**config.mk**
```make
export PLATFORM = sky130hd
export DESIGN_NAME = ald_core
export DESIGN_NICKNAME = d
export VERILOG_FILES = /design/src/hdl/ald_alu.v /design/src/hdl/ald_core.v /design/src/hdl/ald_file_ram.v
export VERILOG_INCLUDE_DIRS = /design/src /design/src/hdl
export SDC_FILE = /design/constraint.sdc
export NUM_CORES = 1
export LEC_CHECK = 0
export BUFFER_PORTS_ARGS = -buffer_cell sky130_fd_sc_hd__buf_4
export CORE_MARGIN = 5
export CORE_UTILIZATION = 50
export DETAILED_ROUTE_END_ITERATION = 8
export MAX_ROUTING_LAYER = met4
export PLACE_DENSITY = 0.76
export SKIP_LAST_GASP = 1
export SYNTH_ARGS = -nofsm -noshare
export SYNTH_HDL_FRONTEND = slang
export SYNTH_SLANG_ARGS = --single-unit
```
**constraint.sdc**
```tcl
create_clock -name pclk -period 10.5 [get_ports pclk]
set_clock_uncertainty 0.05 [all_clocks]
set_input_delay 2.1 -clock pclk [delete_from_list [all_inputs] [get_ports pclk]]
set_output_delay 2.1 -clock pclk [all_outputs]
set_load 0.03 [all_outputs]
```
**src/hdl/ald_map.vh**
```
`ifndef ALD_MAP_VH
`define ALD_MAP_VH

// ****************************************************************
// Register byte offsets
// ****************************************************************
`define ALD_OFF_INSTR   8'h00
`define ALD_OFF_ACC     8'h04
`define ALD_OFF_STATUS  8'h08
`define ALD_OFF_CONFIG  8'h0c
`define ALD_OFF_EXTCFG  8'h10
`define ALD_OFF_FADDR   8'h14
`define ALD_OFF_FDATA   8'h18

// ****************************************************************
// Field positions
// ****************************************************************
`define ALD_ST_C        0
`define ALD_ST_NCARRY   1
`define ALD_ST_Z        2
`define ALD_ST_SLEEP    3
`define ALD_ST_EXPIRY   4
`define ALD_ST_SKIP     5
`define ALD_INSTR_BUSY  16
`define ALD_CFG_DIV     11
`define ALD_EXT_CID     0
`define ALD_EXT_PSA     1

// ****************************************************************
// Reset values and timing counts
// ****************************************************************
`define ALD_CFG_RST     12'h000
`define ALD_EXT_RST     2'h0
`define ALD_ACC_RST     8'h00
`define ALD_INSTR_RST   12'h000
`define ALD_DIV_ALT     8'h04

// ****************************************************************
// Opcodes: literal group (bits 11:8), file group (bits 11:5)
// ****************************************************************
`define ALD_OP_ANDL     4'he
`define ALD_OP_ORL      4'hd
`define ALD_OP_XORL     4'hf
`define ALD_OP_CLRWDT   12'h004
`define ALD_OP_ANDF     7'h0b
`define ALD_OP_ANDW     7'h0a
`define ALD_OP_NOTF     7'h13
`define ALD_OP_ORF      7'h09
`define ALD_OP_ORW      7'h08
`define ALD_OP_XORF     7'h0d
`define ALD_OP_XORW     7'h0c
`define ALD_OP_ADDF     7'h0f
`define ALD_OP_ADDW     7'h0e
`define ALD_OP_DECF     7'h07
`define ALD_OP_DECSKIP  7'h17
`define ALD_OP_INCF     7'h15
`define ALD_OP_INCSKIP  7'h1f
`define ALD_OP_RLF      7'h1b
`define ALD_OP_RRF      7'h19
`define ALD_OP_SUBF     7'h05
`define ALD_OP_SWAPF    7'h1d

`endif

```
**src/hdl/ald_alu.v**
```verilog
`timescale 1ns/1ps
`include "ald_map.vh"

module ald_alu
(
  input  wire [11:0] instr,
  input  wire [7:0]  fval,
  input  wire [7:0]  wval,
  input  wire        c_in,
  input  wire        cin_dis,
  output reg  [7:0]  res,
  output reg         c_out,
  output reg         dc_out,
  output wire        z_out,
  output reg         wr_file,
  output reg         wr_acc,
  output reg         upd_z,
  output reg         upd_c,
  output reg         upd_dc,
  output reg         skip,
  output reg         wdt_clr
);

  // 9-bit sum of two bytes and a carry in
  function [8:0] add9;
    input [7:0] a;
    input [7:0] b;
    input       ci;
    begin
      add9 = {1'b0, a} + {1'b0, b} + {8'h00, ci};
    end
  endfunction

  wire [7:0] lit = instr[7:0];
  reg  [8:0] sum;
  reg  [8:0] nib;

  assign z_out = ~|res;

  always @*
  begin
    res     = fval;
    c_out   = c_in;
    dc_out  = 1'b0;
    wr_file = 1'b0;
    wr_acc  = 1'b0;
    upd_z   = 1'b0;
    upd_c   = 1'b0;
    upd_dc  = 1'b0;
    skip    = 1'b0;
    wdt_clr = 1'b0;
    sum     = 9'h000;
    nib     = 9'h000;
    if (instr[11:8] == `ALD_OP_ANDL)
    begin
      res = wval & lit; wr_acc = 1'b1; upd_z = 1'b1;
    end
    else if (instr[11:8] == `ALD_OP_ORL)
    begin
      res = wval | lit; wr_acc = 1'b1; upd_z = 1'b1;
    end
    else if (instr[11:8] == `ALD_OP_XORL)
    begin
      res = wval ^ lit; wr_acc = 1'b1; upd_z = 1'b1;
    end
    else if (instr == `ALD_OP_CLRWDT)
      wdt_clr = 1'b1;
    else
    begin
      case (instr[11:5])
        `ALD_OP_ANDF:  begin res = fval & wval; wr_file = 1'b1; upd_z = 1'b1; end
        `ALD_OP_ANDW:  begin res = fval & wval; wr_acc = 1'b1; upd_z = 1'b1; end
        `ALD_OP_NOTF:  begin res = fval ^ 8'hff; wr_file = 1'b1; upd_z = 1'b1; end
        `ALD_OP_ORF:   begin res = fval | wval; wr_file = 1'b1; upd_z = 1'b1; end
        `ALD_OP_ORW:   begin res = fval | wval; wr_acc = 1'b1; upd_z = 1'b1; end
        `ALD_OP_XORF:  begin res = fval ^ wval; wr_file = 1'b1; upd_z = 1'b1; end
        `ALD_OP_XORW:  begin res = fval ^ wval; wr_acc = 1'b1; upd_z = 1'b1; end
        `ALD_OP_ADDF, `ALD_OP_ADDW, `ALD_OP_SUBF:
        begin
          if (instr[11:5] == `ALD_OP_SUBF)
          begin
            // f - w - ~c as f + ~w + c; forced +1 when carry-in is off
            sum = add9(fval, ~wval, cin_dis | c_in);
            nib = add9({4'h0, fval[3:0]}, {4'h0, ~wval[3:0]}, cin_dis | c_in);
          end
          else
          begin
            sum = add9(fval, wval, ~cin_dis & c_in);
            nib = add9({4'h0, fval[3:0]}, {4'h0, wval[3:0]}, ~cin_dis & c_in);
          end
          res     = sum[7:0];
          c_out   = sum[8];
          dc_out  = nib[4];
          wr_file = (instr[11:5] != `ALD_OP_ADDW);
          wr_acc  = (instr[11:5] == `ALD_OP_ADDW);
          upd_z   = 1'b1;
          upd_c   = 1'b1;
          upd_dc  = 1'b1;
        end
        `ALD_OP_DECF:  begin res = fval - 8'h01; wr_file = 1'b1; upd_z = 1'b1; end
        `ALD_OP_DECSKIP: begin res = fval - 8'h01; wr_file = 1'b1; skip = (fval == 8'h01); end
        `ALD_OP_INCF:  begin res = fval + 8'h01; wr_file = 1'b1; upd_z = 1'b1; end
        `ALD_OP_INCSKIP: begin res = fval + 8'h01; wr_file = 1'b1; skip = (fval == 8'hff); end
        `ALD_OP_RLF:
        begin
          res = {fval[6:0], c_in}; c_out = fval[7]; wr_file = 1'b1; upd_c = 1'b1;
        end
        `ALD_OP_RRF:
        begin
          res = {c_in, fval[7:1]}; c_out = fval[0]; wr_file = 1'b1; upd_c = 1'b1;
        end
        `ALD_OP_SWAPF: begin res = {fval[3:0], fval[7:4]}; wr_file = 1'b1; end
        default:       res = fval;
      endcase
    end
  end

endmodule // ald_alu

```
**src/hdl/ald_core.v**
```verilog
// Functional notes
// - Each instruction commits in one instruction cycle; a skip costs one more.
// - Config word bit 11 at zero makes the instruction clock equal pclk.
// - AND file with accumulator into file; zero flag updated.
// - AND accumulator with file into accumulator; zero flag updated.
// - AND accumulator with literal into accumulator; zero flag updated.
// - Complement file register in place; zero flag updated.
// - OR file with accumulator into file; zero flag updated.
// - OR accumulator with file into accumulator; zero flag updated.
// - OR accumulator with literal into accumulator; zero flag updated.
// - XOR file with accumulator into file; zero flag updated.
// - XOR accumulator with file into accumulator; zero flag updated.
// - XOR accumulator with literal into accumulator; zero flag updated.
// - Add accumulator to file, carry in unless disabled; C, nibble carry, Z.
// - Add file to accumulator, carry in unless disabled; C, nibble carry, Z.
// - Watchdog clear sets expiry and sleep flags, clears prescaler if assigned.
// - Decrement file in place; zero flag updated.
// - Decrement file, no flags; skip next instruction when result is zero.
// - Increment file in place; zero flag updated.
// - Increment file, no flags; skip next instruction when result is zero.
// - Rotate file left or right through carry; only carry changes.
// - Subtract accumulator from file, borrow in unless disabled; C, nibble carry, Z.
// - Swap file nibbles in place; flags untouched.
//
// Local design decisions: the register addresses and the APB interface to the registers.
`timescale 1ns/1ps
`include "ald_map.vh"

module ald_core
#(
  parameter [7:0] DIV_ALT = `ALD_DIV_ALT
)
(
  input  wire        pclk,
  input  wire        presetn,
  input  wire        psel,
  input  wire        penable,
  input  wire        pwrite,
  input  wire [7:0]  paddr,
  input  wire [31:0] pwdata,
  output wire [31:0] prdata,
  output wire        pready,
  output wire        pslverr,
  output wire        watchdog_clear,
  output wire        prescaler_clear
);

  // ****************************************************************
  // States
  // ****************************************************************
  localparam [2:0] S_IDLE = 3'b001;
  localparam [2:0] S_READ = 3'b010;
  localparam [2:0] S_EXEC = 3'b100;

  // ****************************************************************
  // Declarations
  // ****************************************************************
  reg  [2:0]  state_q;
  reg  [11:0] instr_q;
  reg  [7:0]  acc_q;
  reg         c_q;
  reg         nibble_carry_flag_q;
  reg         z_q;
  reg         sleep_flag_q;
  reg         watchdog_expiry_flag_q;
  reg         skip_pend_q;
  reg  [11:0] config_word_q;
  reg         carry_in_disable_q;
  reg         psa_q;
  reg  [4:0]  faddr_q;
  reg  [7:0]  div_cnt_q;
  reg         pready_q;
  reg         pslverr_q;
  reg  [31:0] prdata_q;
  reg         rd_wait_q;
  reg         wdt_clr_q;
  reg         psc_clr_q;
  reg  [31:0] rd_val;
  reg         hit;
  reg         ready_ok;

  wire [7:0]  ram_rdata;
  wire [7:0]  alu_res;
  wire        alu_c;
  wire        alu_dc;
  wire        alu_z;
  wire        alu_wr_file;
  wire        alu_wr_acc;
  wire        alu_upd_z;
  wire        alu_upd_c;
  wire        alu_upd_dc;
  wire        alu_skip;
  wire        alu_wdt;

  wire        st_idle = state_q[0];
  wire        st_read = state_q[1];
  wire        st_exec = state_q[2];
  wire        acc_ph  = psel & penable;
  wire        wr_done = acc_ph & pready_q & pwrite;

  // ****************************************************************
  // Instruction clock
  // ****************************************************************
  wire tick = ~config_word_q[`ALD_CFG_DIV] | (div_cnt_q == DIV_ALT - 8'h01);

  always @(posedge pclk or negedge presetn)
  begin
    if (!presetn)
      div_cnt_q <= 8'h00;
    else if (tick)
      div_cnt_q <= 8'h00;
    else
      div_cnt_q <= div_cnt_q + 8'h01;
  end

  // ****************************************************************
  // Commit of one instruction
  // ****************************************************************
  wire commit   = st_exec & tick;
  wire do_exec  = commit & ~skip_pend_q;
  wire ram_we   = (do_exec & alu_wr_file) |
                  (wr_done & st_idle & (paddr == `ALD_OFF_FDATA));
  wire [4:0] ram_addr  = st_idle ? faddr_q : instr_q[4:0];
  wire [7:0] ram_wdata = st_idle ? pwdata[7:0] : alu_res;

  ald_file_ram
  #(
    .AW (5),
    .DW (8)
  )
  u_ram
  (
    .clk   (pclk),
    .we    (ram_we),
    .addr  (ram_addr),
    .wdata (ram_wdata),
    .rdata (ram_rdata)
  );

  ald_alu u_alu
  (
    .instr   (instr_q),
    .fval    (ram_rdata),
    .wval    (acc_q),
    .c_in    (c_q),
    .cin_dis (carry_in_disable_q),
    .res     (alu_res),
    .c_out   (alu_c),
    .dc_out  (alu_dc),
    .z_out   (alu_z),
    .wr_file (alu_wr_file),
    .wr_acc  (alu_wr_acc),
    .upd_z   (alu_upd_z),
    .upd_c   (alu_upd_c),
    .upd_dc  (alu_upd_dc),
    .skip    (alu_skip),
    .wdt_clr (alu_wdt)
  );

  // ****************************************************************
  // Register decode and read mux
  // ****************************************************************
  always @*
  begin
    hit    = 1'b1;
    rd_val = 32'h0000_0000;
    case (paddr)
      `ALD_OFF_INSTR:  rd_val = {15'h0000, ~st_idle, 4'h0, instr_q};
      `ALD_OFF_ACC:    rd_val = {24'h000000, acc_q};
      `ALD_OFF_STATUS: rd_val = {26'h0000000, skip_pend_q, watchdog_expiry_flag_q,
                                 sleep_flag_q, z_q, nibble_carry_flag_q, c_q};
      `ALD_OFF_CONFIG: rd_val = {20'h00000, config_word_q};
      `ALD_OFF_EXTCFG: rd_val = {30'h00000000, psa_q, carry_in_disable_q};
      `ALD_OFF_FADDR:  rd_val = {27'h0000000, faddr_q};
      `ALD_OFF_FDATA:  rd_val = {24'h000000, ram_rdata};
      default:         hit = 1'b0;
    endcase
  end

  // File data needs the core idle and, for reads, one cycle of RAM latency
  always @*
  begin
    ready_ok = 1'b1;
    if (paddr == `ALD_OFF_FDATA)
      ready_ok = st_idle & (pwrite | rd_wait_q);
    else if ((paddr == `ALD_OFF_INSTR) && pwrite)
      ready_ok = st_idle;
  end

  // ****************************************************************
  // APB slave handshake
  // ****************************************************************
  always @(posedge pclk or negedge presetn)
  begin
    if (!presetn)
    begin
      pready_q  <= 1'b0;
      pslverr_q <= 1'b0;
      prdata_q  <= 32'h0000_0000;
      rd_wait_q <= 1'b0;
    end
    else
    begin
      pready_q  <= acc_ph & ~pready_q & ready_ok;
      pslverr_q <= acc_ph & ~pready_q & ready_ok & ~hit;
      if (acc_ph & ~pready_q & ready_ok & ~pwrite)
        prdata_q <= rd_val;
      if (acc_ph & ~pready_q & ~pwrite & st_idle & (paddr == `ALD_OFF_FDATA))
        rd_wait_q <= ~rd_wait_q;
      else
        rd_wait_q <= 1'b0;
    end
  end

  // ****************************************************************
  // Sequencer, accumulator and flags
  // ****************************************************************
  always @(posedge pclk or negedge presetn)
  begin
    if (!presetn)
    begin
      state_q                <= S_IDLE;
      instr_q                <= `ALD_INSTR_RST;
      acc_q                  <= `ALD_ACC_RST;
      c_q                    <= 1'b0;
      nibble_carry_flag_q    <= 1'b0;
      z_q                    <= 1'b0;
      sleep_flag_q           <= 1'b0;
      watchdog_expiry_flag_q <= 1'b0;
      skip_pend_q            <= 1'b0;
      config_word_q          <= `ALD_CFG_RST;
      carry_in_disable_q     <= 1'b0;
      psa_q                  <= 1'b0;
      faddr_q                <= 5'h00;
      wdt_clr_q              <= 1'b0;
      psc_clr_q              <= 1'b0;
    end
    else
    begin
      wdt_clr_q <= 1'b0;
      psc_clr_q <= 1'b0;
      // Software writes first; a commit in the same cycle overrides
      if (wr_done)
      begin
        case (paddr)
          `ALD_OFF_ACC:    acc_q <= pwdata[7:0];
          `ALD_OFF_STATUS:
          begin
            c_q                    <= pwdata[`ALD_ST_C];
            nibble_carry_flag_q    <= pwdata[`ALD_ST_NCARRY];
            z_q                    <= pwdata[`ALD_ST_Z];
            sleep_flag_q           <= pwdata[`ALD_ST_SLEEP];
            watchdog_expiry_flag_q <= pwdata[`ALD_ST_EXPIRY];
          end
          `ALD_OFF_CONFIG: config_word_q <= pwdata[11:0];
          `ALD_OFF_EXTCFG:
          begin
            carry_in_disable_q <= pwdata[`ALD_EXT_CID];
            psa_q              <= pwdata[`ALD_EXT_PSA];
          end
          `ALD_OFF_FADDR:  faddr_q <= pwdata[4:0];
          default:         faddr_q <= faddr_q;
        endcase
      end
      case (state_q)
        S_IDLE:
        begin
          if (wr_done && (paddr == `ALD_OFF_INSTR))
          begin
            instr_q <= pwdata[11:0];
            state_q <= S_READ;
          end
        end
        S_READ:
          state_q <= S_EXEC;
        S_EXEC:
        begin
          if (tick)
            state_q <= S_IDLE;
          if (commit && skip_pend_q)
            skip_pend_q <= 1'b0;
          if (do_exec)
          begin
            if (alu_wr_acc)
              acc_q <= alu_res;
            if (alu_upd_z)
              z_q <= alu_z;
            if (alu_upd_c)
              c_q <= alu_c;
            if (alu_upd_dc)
              nibble_carry_flag_q <= alu_dc;
            if (alu_skip)
              skip_pend_q <= 1'b1;
            if (alu_wdt)
            begin
              watchdog_expiry_flag_q <= 1'b1;
              sleep_flag_q           <= 1'b1;
              wdt_clr_q              <= 1'b1;
              psc_clr_q              <= psa_q;
            end
          end
        end
        default:
          state_q <= S_IDLE;
      endcase
    end
  end

  // ****************************************************************
  // Outputs
  // ****************************************************************
  assign prdata          = prdata_q;
  assign pready          = pready_q;
  assign pslverr         = pslverr_q;
  assign watchdog_clear  = wdt_clr_q;
  assign prescaler_clear = psc_clr_q;

endmodule // ald_core

```
**src/hdl/ald_file_ram.v**
```verilog
`timescale 1ns/1ps

module ald_file_ram
#(
  parameter AW = 5,
  parameter DW = 8
)
(
  input  wire          clk,
  input  wire          we,
  input  wire [AW-1:0] addr,
  input  wire [DW-1:0] wdata,
  output wire [DW-1:0] rdata
);

  reg [DW-1:0] mem_r [0:(1<<AW)-1];
  reg [DW-1:0] rdata_q;

  // Registered read, old data on a same-edge write
  always @(posedge clk)
  begin
    if (we)
      mem_r[addr] <= wdata;
    rdata_q <= mem_r[addr];
  end

  assign rdata = rdata_q;

endmodule // ald_file_ram

```
---- After elaboration in Yosys (flattened, before gate mapping) ----
Memories as Yosys holds them, arrays and structs flattened. A register that Yosys moved wholly into a read port is not among the register bits.
Cells that the tools add are included.
cells by class
  add/subtract/negate cells ............... 11
  equality and inequality tests ........... 41
  mux-type cells .......................... 103
  bitwise operators ....................... 38
  reductions and logical operators ........ 23
operators by type and width
  cell                                             count
  one-hot mux 17 bit (7 select lines)              1
  two-way mux 8 bit                                11
  two-way mux 1 bit                                80
  one-hot mux 8 bit (10 select lines)              1
  == test 7 x 4 -> 1 bit (second input constant)   8
  == test 7 x 5 -> 1 bit (second input constant)   7
  == test 8 x 5 -> 1 bit (second input constant)   3
  adder 8 x 8 -> 9 bit                             2
  adder 9 x 1 -> 9 bit                             2
  AND 1 bit                                        17
  adder 8 x 1 -> 8 bit (second input constant)     2
  AND 8 bit                                        2
  == test 8 x 4 -> 1 bit (second input constant)   2
  != test 4 bit (second input constant)            4
  NOT 8 bit                                        2
  OR 8 bit                                         2
  bitwise XOR 8 bit                                2
  == test 7 x 3 -> 1 bit (second input constant)   2
  == test 12 x 3 -> 1 bit (second input constant)  1
  == test 4 bit (second input constant)            3
  OR reduction 12 bit                              1
  OR reduction 11 bit                              1
  adder 4 x 4 -> 5 bit                             2
  adder 5 x 1 -> 5 bit                             2
  30 further kinds                                 56
word-level totals
  register bits ........................... 93
  memory bits (writable) .................. 256
  input port bits ......................... 45
  output and inout bits ................... 36
  logic and storage cells ................. 237
  memories ................................ 1
memory list
  name         depth  bits a word  rd ports  clocked after memory_dff  wr ports  RTL line           RTL
  u_ram.mem_r  32     8            1         1                         1         ald_file_ram.v:16  reg [DW-1:0] mem_r [0:(1<<AW)-1];

---- Logic depth before layout (Yosys ltp) ----
Gate-level depths: netlist of run 1.
  depth after elaboration ................. 14
  gate-level depth with buffers ........... 13

---- Cells and area by module ----
Synthesis of run 1 repeated with hierarchy kept, for this count alone.
second synthesis, totals
  cells, all modules ...................... 1308
  area, all modules ....................... 16996.3 µm²
by module, submodules not included
  module        times used  cells an instance  area each (µm²)
  ald_file_ram  1           576                10201.0
  ald_core      1           316                3927.5
  ald_alu       1           416                2867.8

---- Worst setup path after synthesis of run 1 ----
OpenSTA, ideal clock, no wires.
  kind .................................... input to register
  start point ............................. input paddr[1]
  end point ............................... memory u_ram.mem_r[14][0], enable pin
  setup time .............................. 0.370 ns
  arrival ................................. 4.125 ns
  data required time ...................... 10.080 ns
  setup slack ............................. 5.955 ns
  stages on the path ...................... 9
  path buffers ............................ 3
  cells stage by stage .................... or2_2 clkbuf_1 nor3b_1 nor2b_1 buf_2 a32oi_1 or3_1 clkbuf_1 nor2_1
between the ends
  longest elaborated chain between the ends .. 5
RTL lines
  item                                     RTL line           RTL
  start, declared                          ald_core.v:39      input wire [7:0] paddr,
  == test 8 x 5 -> 1 bit                   n/a
  AND 1 bit                                ald_core.v:122     (wr_done & st_idle & (paddr == `ALD_OFF_FDATA));
  OR 1 bit                                 ald_core.v:121     wire ram_we = (do_exec & alu_wr_file) |
  two-way mux 1 bit                        ald_file_ram.v:22  if (we)
  two-way mux 1 bit (implied by the code)  ald_file_ram.v:23  mem_r[addr] <= wdata;
  end, declared                            ald_file_ram.v:16
No other way between the ends.

---- Final worst setup path of run 1 ----
  start point ............................. input paddr[5]
  end point ............................... register instr_q[10]
between the ends
  longest elaborated chain between the ends .. 3
RTL lines
  item                           RTL line        RTL
  logical NOT 8 bit              n/a
  logical AND 1 bit              ald_core.v:268  if (wr_done && (paddr == `ALD_OFF_INSTR))
  AND reduction 2 bit (no line)  n/a
  end signal, assigned           ald_core.v:223  instr_q <= `ALD_INSTR_RST;
  end signal, assigned           ald_core.v:270  instr_q <= pwdata[11:0];
  end, declared                  ald_core.v:59   reg [11:0] instr_q;
No other way between the ends.
A chain may end at the register's enable or synchronous reset.

==> impl_metrics.sql, run 1 <==
INSERT INTO impl_metrics (metric_group, metric, value, unit) VALUES
('outcome', 'result_of_the_run', 'finished clean', ''),
('placement', 'globalplace.congestion', '0.972', ''),
('final_layout', 'multi_input_area', '6210', 'µm²'),
('cts', 'cts_hold_repair.buffers', '0', ''),
('cts', 'cts.sink_count', '338', ''),
('final_layout', 'share_of_final_layout_standard_cells_stronger_than_drive_strength_1', '18.9', '%'),
('power', 'peak_vdd_ir', '175', 'µV'),
('routing', 'first_pass_iters', '5', ''),
('timing', 'timing_worst_slew_pin_value', '1200', 'ps'),
('final_layout', 'stdcell_area', '18200', 'µm²'),
('cts', 'cts-htree-levels', '2', ''),
('routing', 'detail_route.vias_per_cell', '6.30', ''),
('die', 'die_width', '191', 'µm'),
('die', 'floorplan.initialDensity', '50.6', '%'),
('setup_path', 'worstPathRequired', '10860', 'ps'),
('timing', 'totalNegativeSetupSlack', '0', 'ps'),
('routing', 'post_route_drc_violation_count', '0', ''),
('min_path', 'hold_path_class', 'reg2reg', ''),
('final_layout', 'finish.utilization', '56.0', '%'),
('yosys', 'post-synth-top-area-fraction', '46.9', '%'),
('power', 'total_power', '2.74', 'mW'),
('timing', 'final_hold_viol_count', '0', ''),
('global_route', 'grt_antenna_before_repair', '1', ''),
('placement', 'place.port_buffers', '41', ''),
('die', 'die_h', '191', 'µm'),
('placement', 'detailedPlacementHpwl', '27.0', 'mm'),
('final_layout', 'flow.area_growth_from_synthesis', '10.7', '%'),
('placement', 'placement.cell_area', '17000', 'µm²'),
('cts', 'cts_tree', 'yes', ''),
('cts', 'ctsLongestPathBuffers', '3', ''),
('cts', 'cts_made_buffers', '35', ''),
('global_route', 'wire_length_of_the_first_global_routing_pass', '63.5', 'mm'),
('final_layout', 'finalNonFillerCells', '1703', ''),
('yosys', 'synth_enable_flop_cells', '256', ''),
('routing', 'detail_route.wl_per_cell', '24.2', 'µm'),
('yosys', 'yosysWarningCount', '0', ''),
('timing', 'slew_viol_final', '0', ''),
('setup_path', 'path_max_fanout', '24', ''),
('placement', 'pre_cts_slack', '5280', 'ps'),
('setup_path', 'endpoint_type_of_the_worst_setup_path', 'register', ''),
('yosys', 'synthDistinctLibCells', '93', ''),
('global_route', 'gr-total-overflow', '0', ''),
('die', 'die_area', '36500', 'µm²'),
('final_layout', 'regArea', '9700', 'µm²'),
('timing', 'min_period', '4700', 'ps'),
('timing', 'timing.final.ws_setup', '5800', 'ps'),
('yosys', 'post-synth-top-count-cell', 'edfxtp_1', ''),
('routing', 'count_of_vias_placed_by_the_detailed_router', '10700', ''),
('yosys', 'synth.largest_area_cell', 'edfxtp_1', ''),
('yosys', 'syn-mean-instance-area', '13.6', 'µm²'),
('timing', 'max_freq', '0.213', 'GHz'),
('routing', 'routed_wl', '41.3', 'mm'),
('cts', 'postCtsSetupRepairBufs', '0', ''),
('routing', 'antenna_violating_nets_post_route', '0', ''),
('cts', 'cts.reportedPaths.clkPinSlew', '60', 'ps'),
('timing', 'rsz0062_at_grt', 'no', ''),
('setup_path', 'timing.setup.critical_path_class', 'in2reg', ''),
('die', 'core_area', '32500', 'µm²'),
('global_route', 'grt_util_all_layers', '23.4', '%'),
('yosys', 'dominant_cells_by_area_after_synthesis', 'edfxtp_1, dfrtp_1, mux4_2', ''),
('final_layout', 'final_nets', '1330', ''),
('placement', 'placedCellCount', '1641', ''),
('cts', 'cts.root.buffer_cell', 'clkbuf_16', ''),
('global_route', 'first_global_vias', '10600', ''),
('yosys', 'ys_seq_elements', '338', ''),
('yosys', 'postSynth.asyncResetShare', '21.9', '%'),
('die', 'num_io_pins', '81', ''),
('cts', 'ctsResizeCount', '0', ''),
('yosys', 'synthFlopType', 'edfxtp_1', ''),
('yosys', 'netlist_instances', '1206', ''),
('yosys', 'yosysSeqAreaShare', '59.1', '%');
==> state kept, by name, indices dropped and copies added (netlist names) <==
signal	count
nibble_carry_flag_q	1
pslverr	1
state_q	3
div_cnt_q	8
faddr_q	5
c_q	1
watchdog_clear	1
prdata	13
instr_q	12
sleep_flag_q	1
prescaler_clear	1
watchdog_expiry_flag_q	1
psa_q	1
rd_wait_q	1
carry_in_disable_q	1
pready	1
config_word_q	12
acc_q	8
u_ram.mem_r	256
skip_pend_q	1
u_ram.rdata	8
z_q	1
==> power breakdown <==
| group | switching [mW] | leakage [nW] | internal [mW] | total (mW) |
|---|---|---|---|---|
| Combinational | 0.0601 | 2.73 | 0.0224 | 0.0825 |
| Sequential | 0.00360 | 3.31 | 1.44 | 1.44 |
| Clock | 0.517 | 0.541 | 0.694 | 1.21 |
==> placed cells by master (no fill, tap or decap), drive strengths merged, types with 11 or more instances in the layout <==
master,Yosys,routed
a21oi,44,44
a22oi,38,38
and2,12,12
and3,15,15
buf,50,57
clkbuf,31,42
clkinv,0,13
conb,1,19
dfrtp,73,73
edfxtp,256,256
ha,44,44
inv,40,42
mux2,28,28
mux2i,16,16
mux4,64,64
nand2,90,90
nand2b,16,16
nand3,22,22
nand4,11,11
nor2,94,94
nor4,12,12
o21ai,62,62
o221ai,11,11
==> cell families after synthesis <==
logic type	share of synthesized area [%]
buffers and inverters	3.75
muxes	11.7
DFF	59.1
adders and majority gates	3.84
AOI/OAI and AO/OA	10.6
other	0.0229
and+or+nand+nor	10.3
xor gates and xnor gates	0.740
==> final cells by class <==
type / count / area share [%]
multi-input combinational: 765 / 34.2
clock buffer: 42 / 4.97
inverter: 40 / 0.827
tap: 442 / 3.04
timing repair buffer: 57 / 2.40
sequential: 338 / 53.4
clock inverter: 18 / 1.14
antenna: 1 / 0.0138
==> worst paths after layout <==
kind / from / end / slack, ps / depth (start not counted)
setup / recovery: paddr[5] / instr_q[10] / 5800 / 7
max in group asynchronous: presetn / instr_q[4] / 8140 / 1
hold / removal: prdata[0] / prdata[0] / 430 / 1
min in group asynchronous: presetn / div_cnt_q[5] / 1660 / 1
setup reg to reg: u_ram.rdata[0] / u_ram.mem_r[10][6] / 6290 / 11
hold reg to reg: prdata[0] / prdata[0] / 430 / 1
==> critical path, cell delays in order <==
cell and delay (ps):
buf_4 110, nor3_1 310, nand2b_1 200, nor4_4 600, inv_1 360, nor4_4 970
mux2_2 420
==> layer usage <==
metal  wire length [µm]  global-route usage, %
met1              16100                   30.9
met2              20000                   36.6
met3               3770                   4.89
met4               1450                   7.93
met5                  0                      -
(Power assumes the default switching activity.)
==> run 2, diff against run 1 <==
==> constraint.sdc (replaced) <==
create_clock -name pclk -period 4.84 [get_ports pclk]
set_clock_uncertainty 0.05 [all_clocks]
set_input_delay 0.968 -clock pclk [delete_from_list [all_inputs] [get_ports pclk]]
set_output_delay 0.968 -clock pclk [all_outputs]
set_load 0.03 [all_outputs]
==> run 2 against run 1 <==
Against the previous run: non-clock buffer count up 55; critical path depth unchanged; core utilization up 1.3 points; first-iteration DRC count up 14%; design area up 2.2%; clock power up 110%; register-to-register slack worse by 5400 ps; critical endpoint is now u_ram.mem_r[7][2].
==> impl_metrics.sql, run 2 (same netlist as run 1, synthesis figures left out) <==
INSERT INTO impl_metrics (metric_group, metric, value, unit) VALUES
('final_layout', 'flow.area_growth_from_synthesis', '13.2', '%'),
('placement', 'placement.cell_area', '17500', 'µm²'),
('global_route', 'global_route.usage.met1', '31.5', '%'),
('setup_path', 'worstPathRequired', '4950', 'ps'),
('timing', 'timing.final.crit_share', '81.6', '%'),
('timing', 'totalNegativeSetupSlack', '0', 'ps'),
('power', 'power.leakage', '6.88', 'nW'),
('setup_path', 'critical_path.max_stage_delay', '950', 'ps'),
('cts', 'ctsLongestPathBuffers', '3', ''),
('global_route', 'use_met3', '3.62', '%'),
('global_route', 'first_global_vias', '11100', ''),
('outcome', 'result_of_the_run', 'finished clean', ''),
('die', 'die_area', '36500', 'µm²'),
('global_route', 'grt_antenna_before_repair', '0', ''),
('global_route', 'gr-total-overflow', '0', ''),
('final_layout', 'multi_input_area', '6210', 'µm²'),
('routing', 'antenna_violating_nets_post_route', '0', ''),
('cts', 'clock_insertion_delay_worst_skew', '550', 'ps'),
('final_layout', 'largest_register_ff_count', '256', ''),
('setup_path', 'reg2reg_from', 'instr_q[8]', ''),
('final_layout', 'insertedDiodeCount', '0', ''),
('routing', 'detail_route.vias_per_cell', '6.32', ''),
('cts', 'cts.root.buffer_cell', 'clkbuf_16', ''),
('die', 'floorplan.initialDensity', '50.6', '%'),
('die', 'placement_rows', '66', ''),
('min_path', 'hold-path-endpoint', 'prdata[1]', ''),
('routing', 'routed_wl', '43.2', 'mm'),
('setup_path', 'critPathLaunchType', 'register', ''),
('cts', 'ctsResizeCount', '0', ''),
('routing', 'detail_route.wl_per_cell', '24.5', 'µm'),
('min_path', 'hold_path_class', 'reg2reg', ''),
('final_layout', 'final_nets', '1386', ''),
('setup_path', 'worst-r2r-cell-count', '7', ''),
('final_layout', 'mostFrequentLayoutCells', 'edfxtp_1, buf_4, nor2_1', ''),
('setup_path', 'regToRegEndpoint', 'u_ram.mem_r[7][2]', ''),
('placement', 'globalplace.congestion', '0.966', ''),
('cts', 'cts.reportedPaths.clkPinSlew', '70', 'ps'),
('setup_path', 'path_max_fanout', '32', ''),
('timing', 'max_freq', '0.253', 'GHz'),
('die', 'core_area', '32500', 'µm²'),
('routing', 'dr.first_iter.drc_count', '1327', ''),
('die', 'die_width', '191', 'µm'),
('placement', 'detailedPlacementHpwl', '28.9', 'mm'),
('power', 'powerDensity', '318', 'nW/µm²'),
('timing', 'final_hold_viol_count', '0', ''),
('cts', 'cts-htree-levels', '2', ''),
('cts', 'postCtsSetupRepairBufs', '0', ''),
('timing', 'slew_viol_final', '0', ''),
('cts', 'cts_made_buffers', '36', ''),
('timing', 'setup_viol', '0', ''),
('cts', 'cts_hold_repair.buffers', '0', ''),
('final_layout', 'stdcell_area', '18600', 'µm²'),
('global_route', 'grt_util_all_layers', '24.2', '%'),
('final_layout', 'fill_cell_instance_count_of_the_final_layout', '2521', ''),
('cts', 'cts.sink_count', '338', ''),
('die', 'num_io_pins', '81', ''),
('timing', 'maxSlewHeadroom', '20.7', '%'),
('routing', 'count_of_vias_placed_by_the_detailed_router', '11100', ''),
('final_layout', 'regArea', '9700', 'µm²'),
('global_route', 'global_route_track_usage_on_met2', '39.2', '%'),
('setup_path', 'regToRegSetupSlack', '890', 'ps'),
('flow_run', 'cap_viol_max_count', '0', ''),
('power', 'total_power', '5.90', 'mW'),
('die', 'die_h', '191', 'µm'),
('min_path', 'min_from', 'prdata[1]', ''),
('setup_path', 'timing.setup.critical_path_class', 'reg2reg', ''),
('min_path', 'hold_critical_path_depth', '1', ''),
('power', 'peak_vdd_ir', '299', 'µV'),
('setup_path', 'endpoint_type_of_the_worst_setup_path', 'register', ''),
('setup_path', 'crit_path_cell_trace', 'nor4b_2 > and2_1 > a311oi_4 > and3_1 > nor3_1 > o221ai_1 > mux2_2', ''),
('placement', 'place.port_buffers', '41', ''),
('timing', 'rsz0062_at_grt', 'no', ''),
('cts', 'cts_tree', 'yes', ''),
('setup_path', 'arrival_time_at_the_worst_endpoint', '4060', 'ps'),
('global_route', 'wire_length_of_the_first_global_routing_pass', '65.6', 'mm'),
('routing', 'first_pass_iters', '6', ''),
('final_layout', 'share_of_final_layout_standard_cells_stronger_than_drive_strength_1', '22.6', '%'),
('final_layout', 'register_with_the_highest_flop_count', 'u_ram.mem_r', ''),
('global_route', 'pin_count_of_the_biggest_net_entering_global_routing', '75', ''),
('timing', 'timing_worst_slew_pin_value', '1180', 'ps'),
('timing', 'min_period', '3950', 'ps'),
('routing', 'post_route_drc_violation_count', '0', ''),
('global_route', 'layer_carrying_the_most_global_route_usage', 'met2', ''),
('setup_path', 'critical_path.slowest_cell', 'dfrtp_1', ''),
('final_layout', 'mostFrequentLayoutCell', 'edfxtp_1', '');
[run 2: cell types whose count changed in the layout (fill, tap and decap cells not counted), sizes merged]
cell / delta
clkbuf: +5
bufinv: -3
clkinv: +2
diode: -1
buf: +55
[run 2: layout make-up]
cell class,instances,share of cell area (%)
multi-input combinational,765,33.5
sequential,338,52.2
tap,442,2.98
inverter,40,0.808
clock buffer,47,5.23
clock inverter,17,0.755
timing repair buffer,112,4.53
[run 2: how the worst max path moves through the flow]
stage                   start  cells after the start                 end  slack (ps)
2_1_floorplan  u_ram.rdata[0]                     11   u_ram.mem_r[0][4]         710
3_3_place_gp       instr_q[8]                      7  u_ram.mem_r[21][2]        1100
3_5_place_dp       instr_q[8]                      7  u_ram.mem_r[20][2]        1050
4_1_cts            instr_q[8]                      7   u_ram.mem_r[6][2]        1030
5_1_grt            instr_q[8]                      7   u_ram.mem_r[7][2]         760
6_report           instr_q[8]                      7   u_ram.mem_r[7][2]         890
[run 2: through the flow]
step	setup slack (ps)	instances	util, %	hold WS, ps
final	891	1761	57.2	430
after global routing	759	1761	57.2	460
after CTS	1030	1761	57.2	436
after detailed placement	1050	1697	53.8	422
after global placement	1100	1697	53.8	413
after floorplan	715	1224	-	398
[run 2: per-layer routing]
metal	up-vias	part of all wire (%)
met3	125	8.4
met5	-	0
met4	0	4.1
met1	5585	39
met2	626	49
li1	4796	-
[run 2: critical path: cells and delay by family (launching register included)]
| kind | cells | cell delay (ps) |
|---|---|---|
| compound gates | 2 | 350 |
| flops | 1 | 950 |
| mux | 1 | 600 |
| simple gates | 4 | 1580 |
[run 2: power breakdown]
part | internal [mW] | switching [mW]
Sequential | 3.13 | 0.00706
Clock | 1.44 | 1.14
Combinational | 0.0501 | 0.133
Total | 4.62 | 1.28
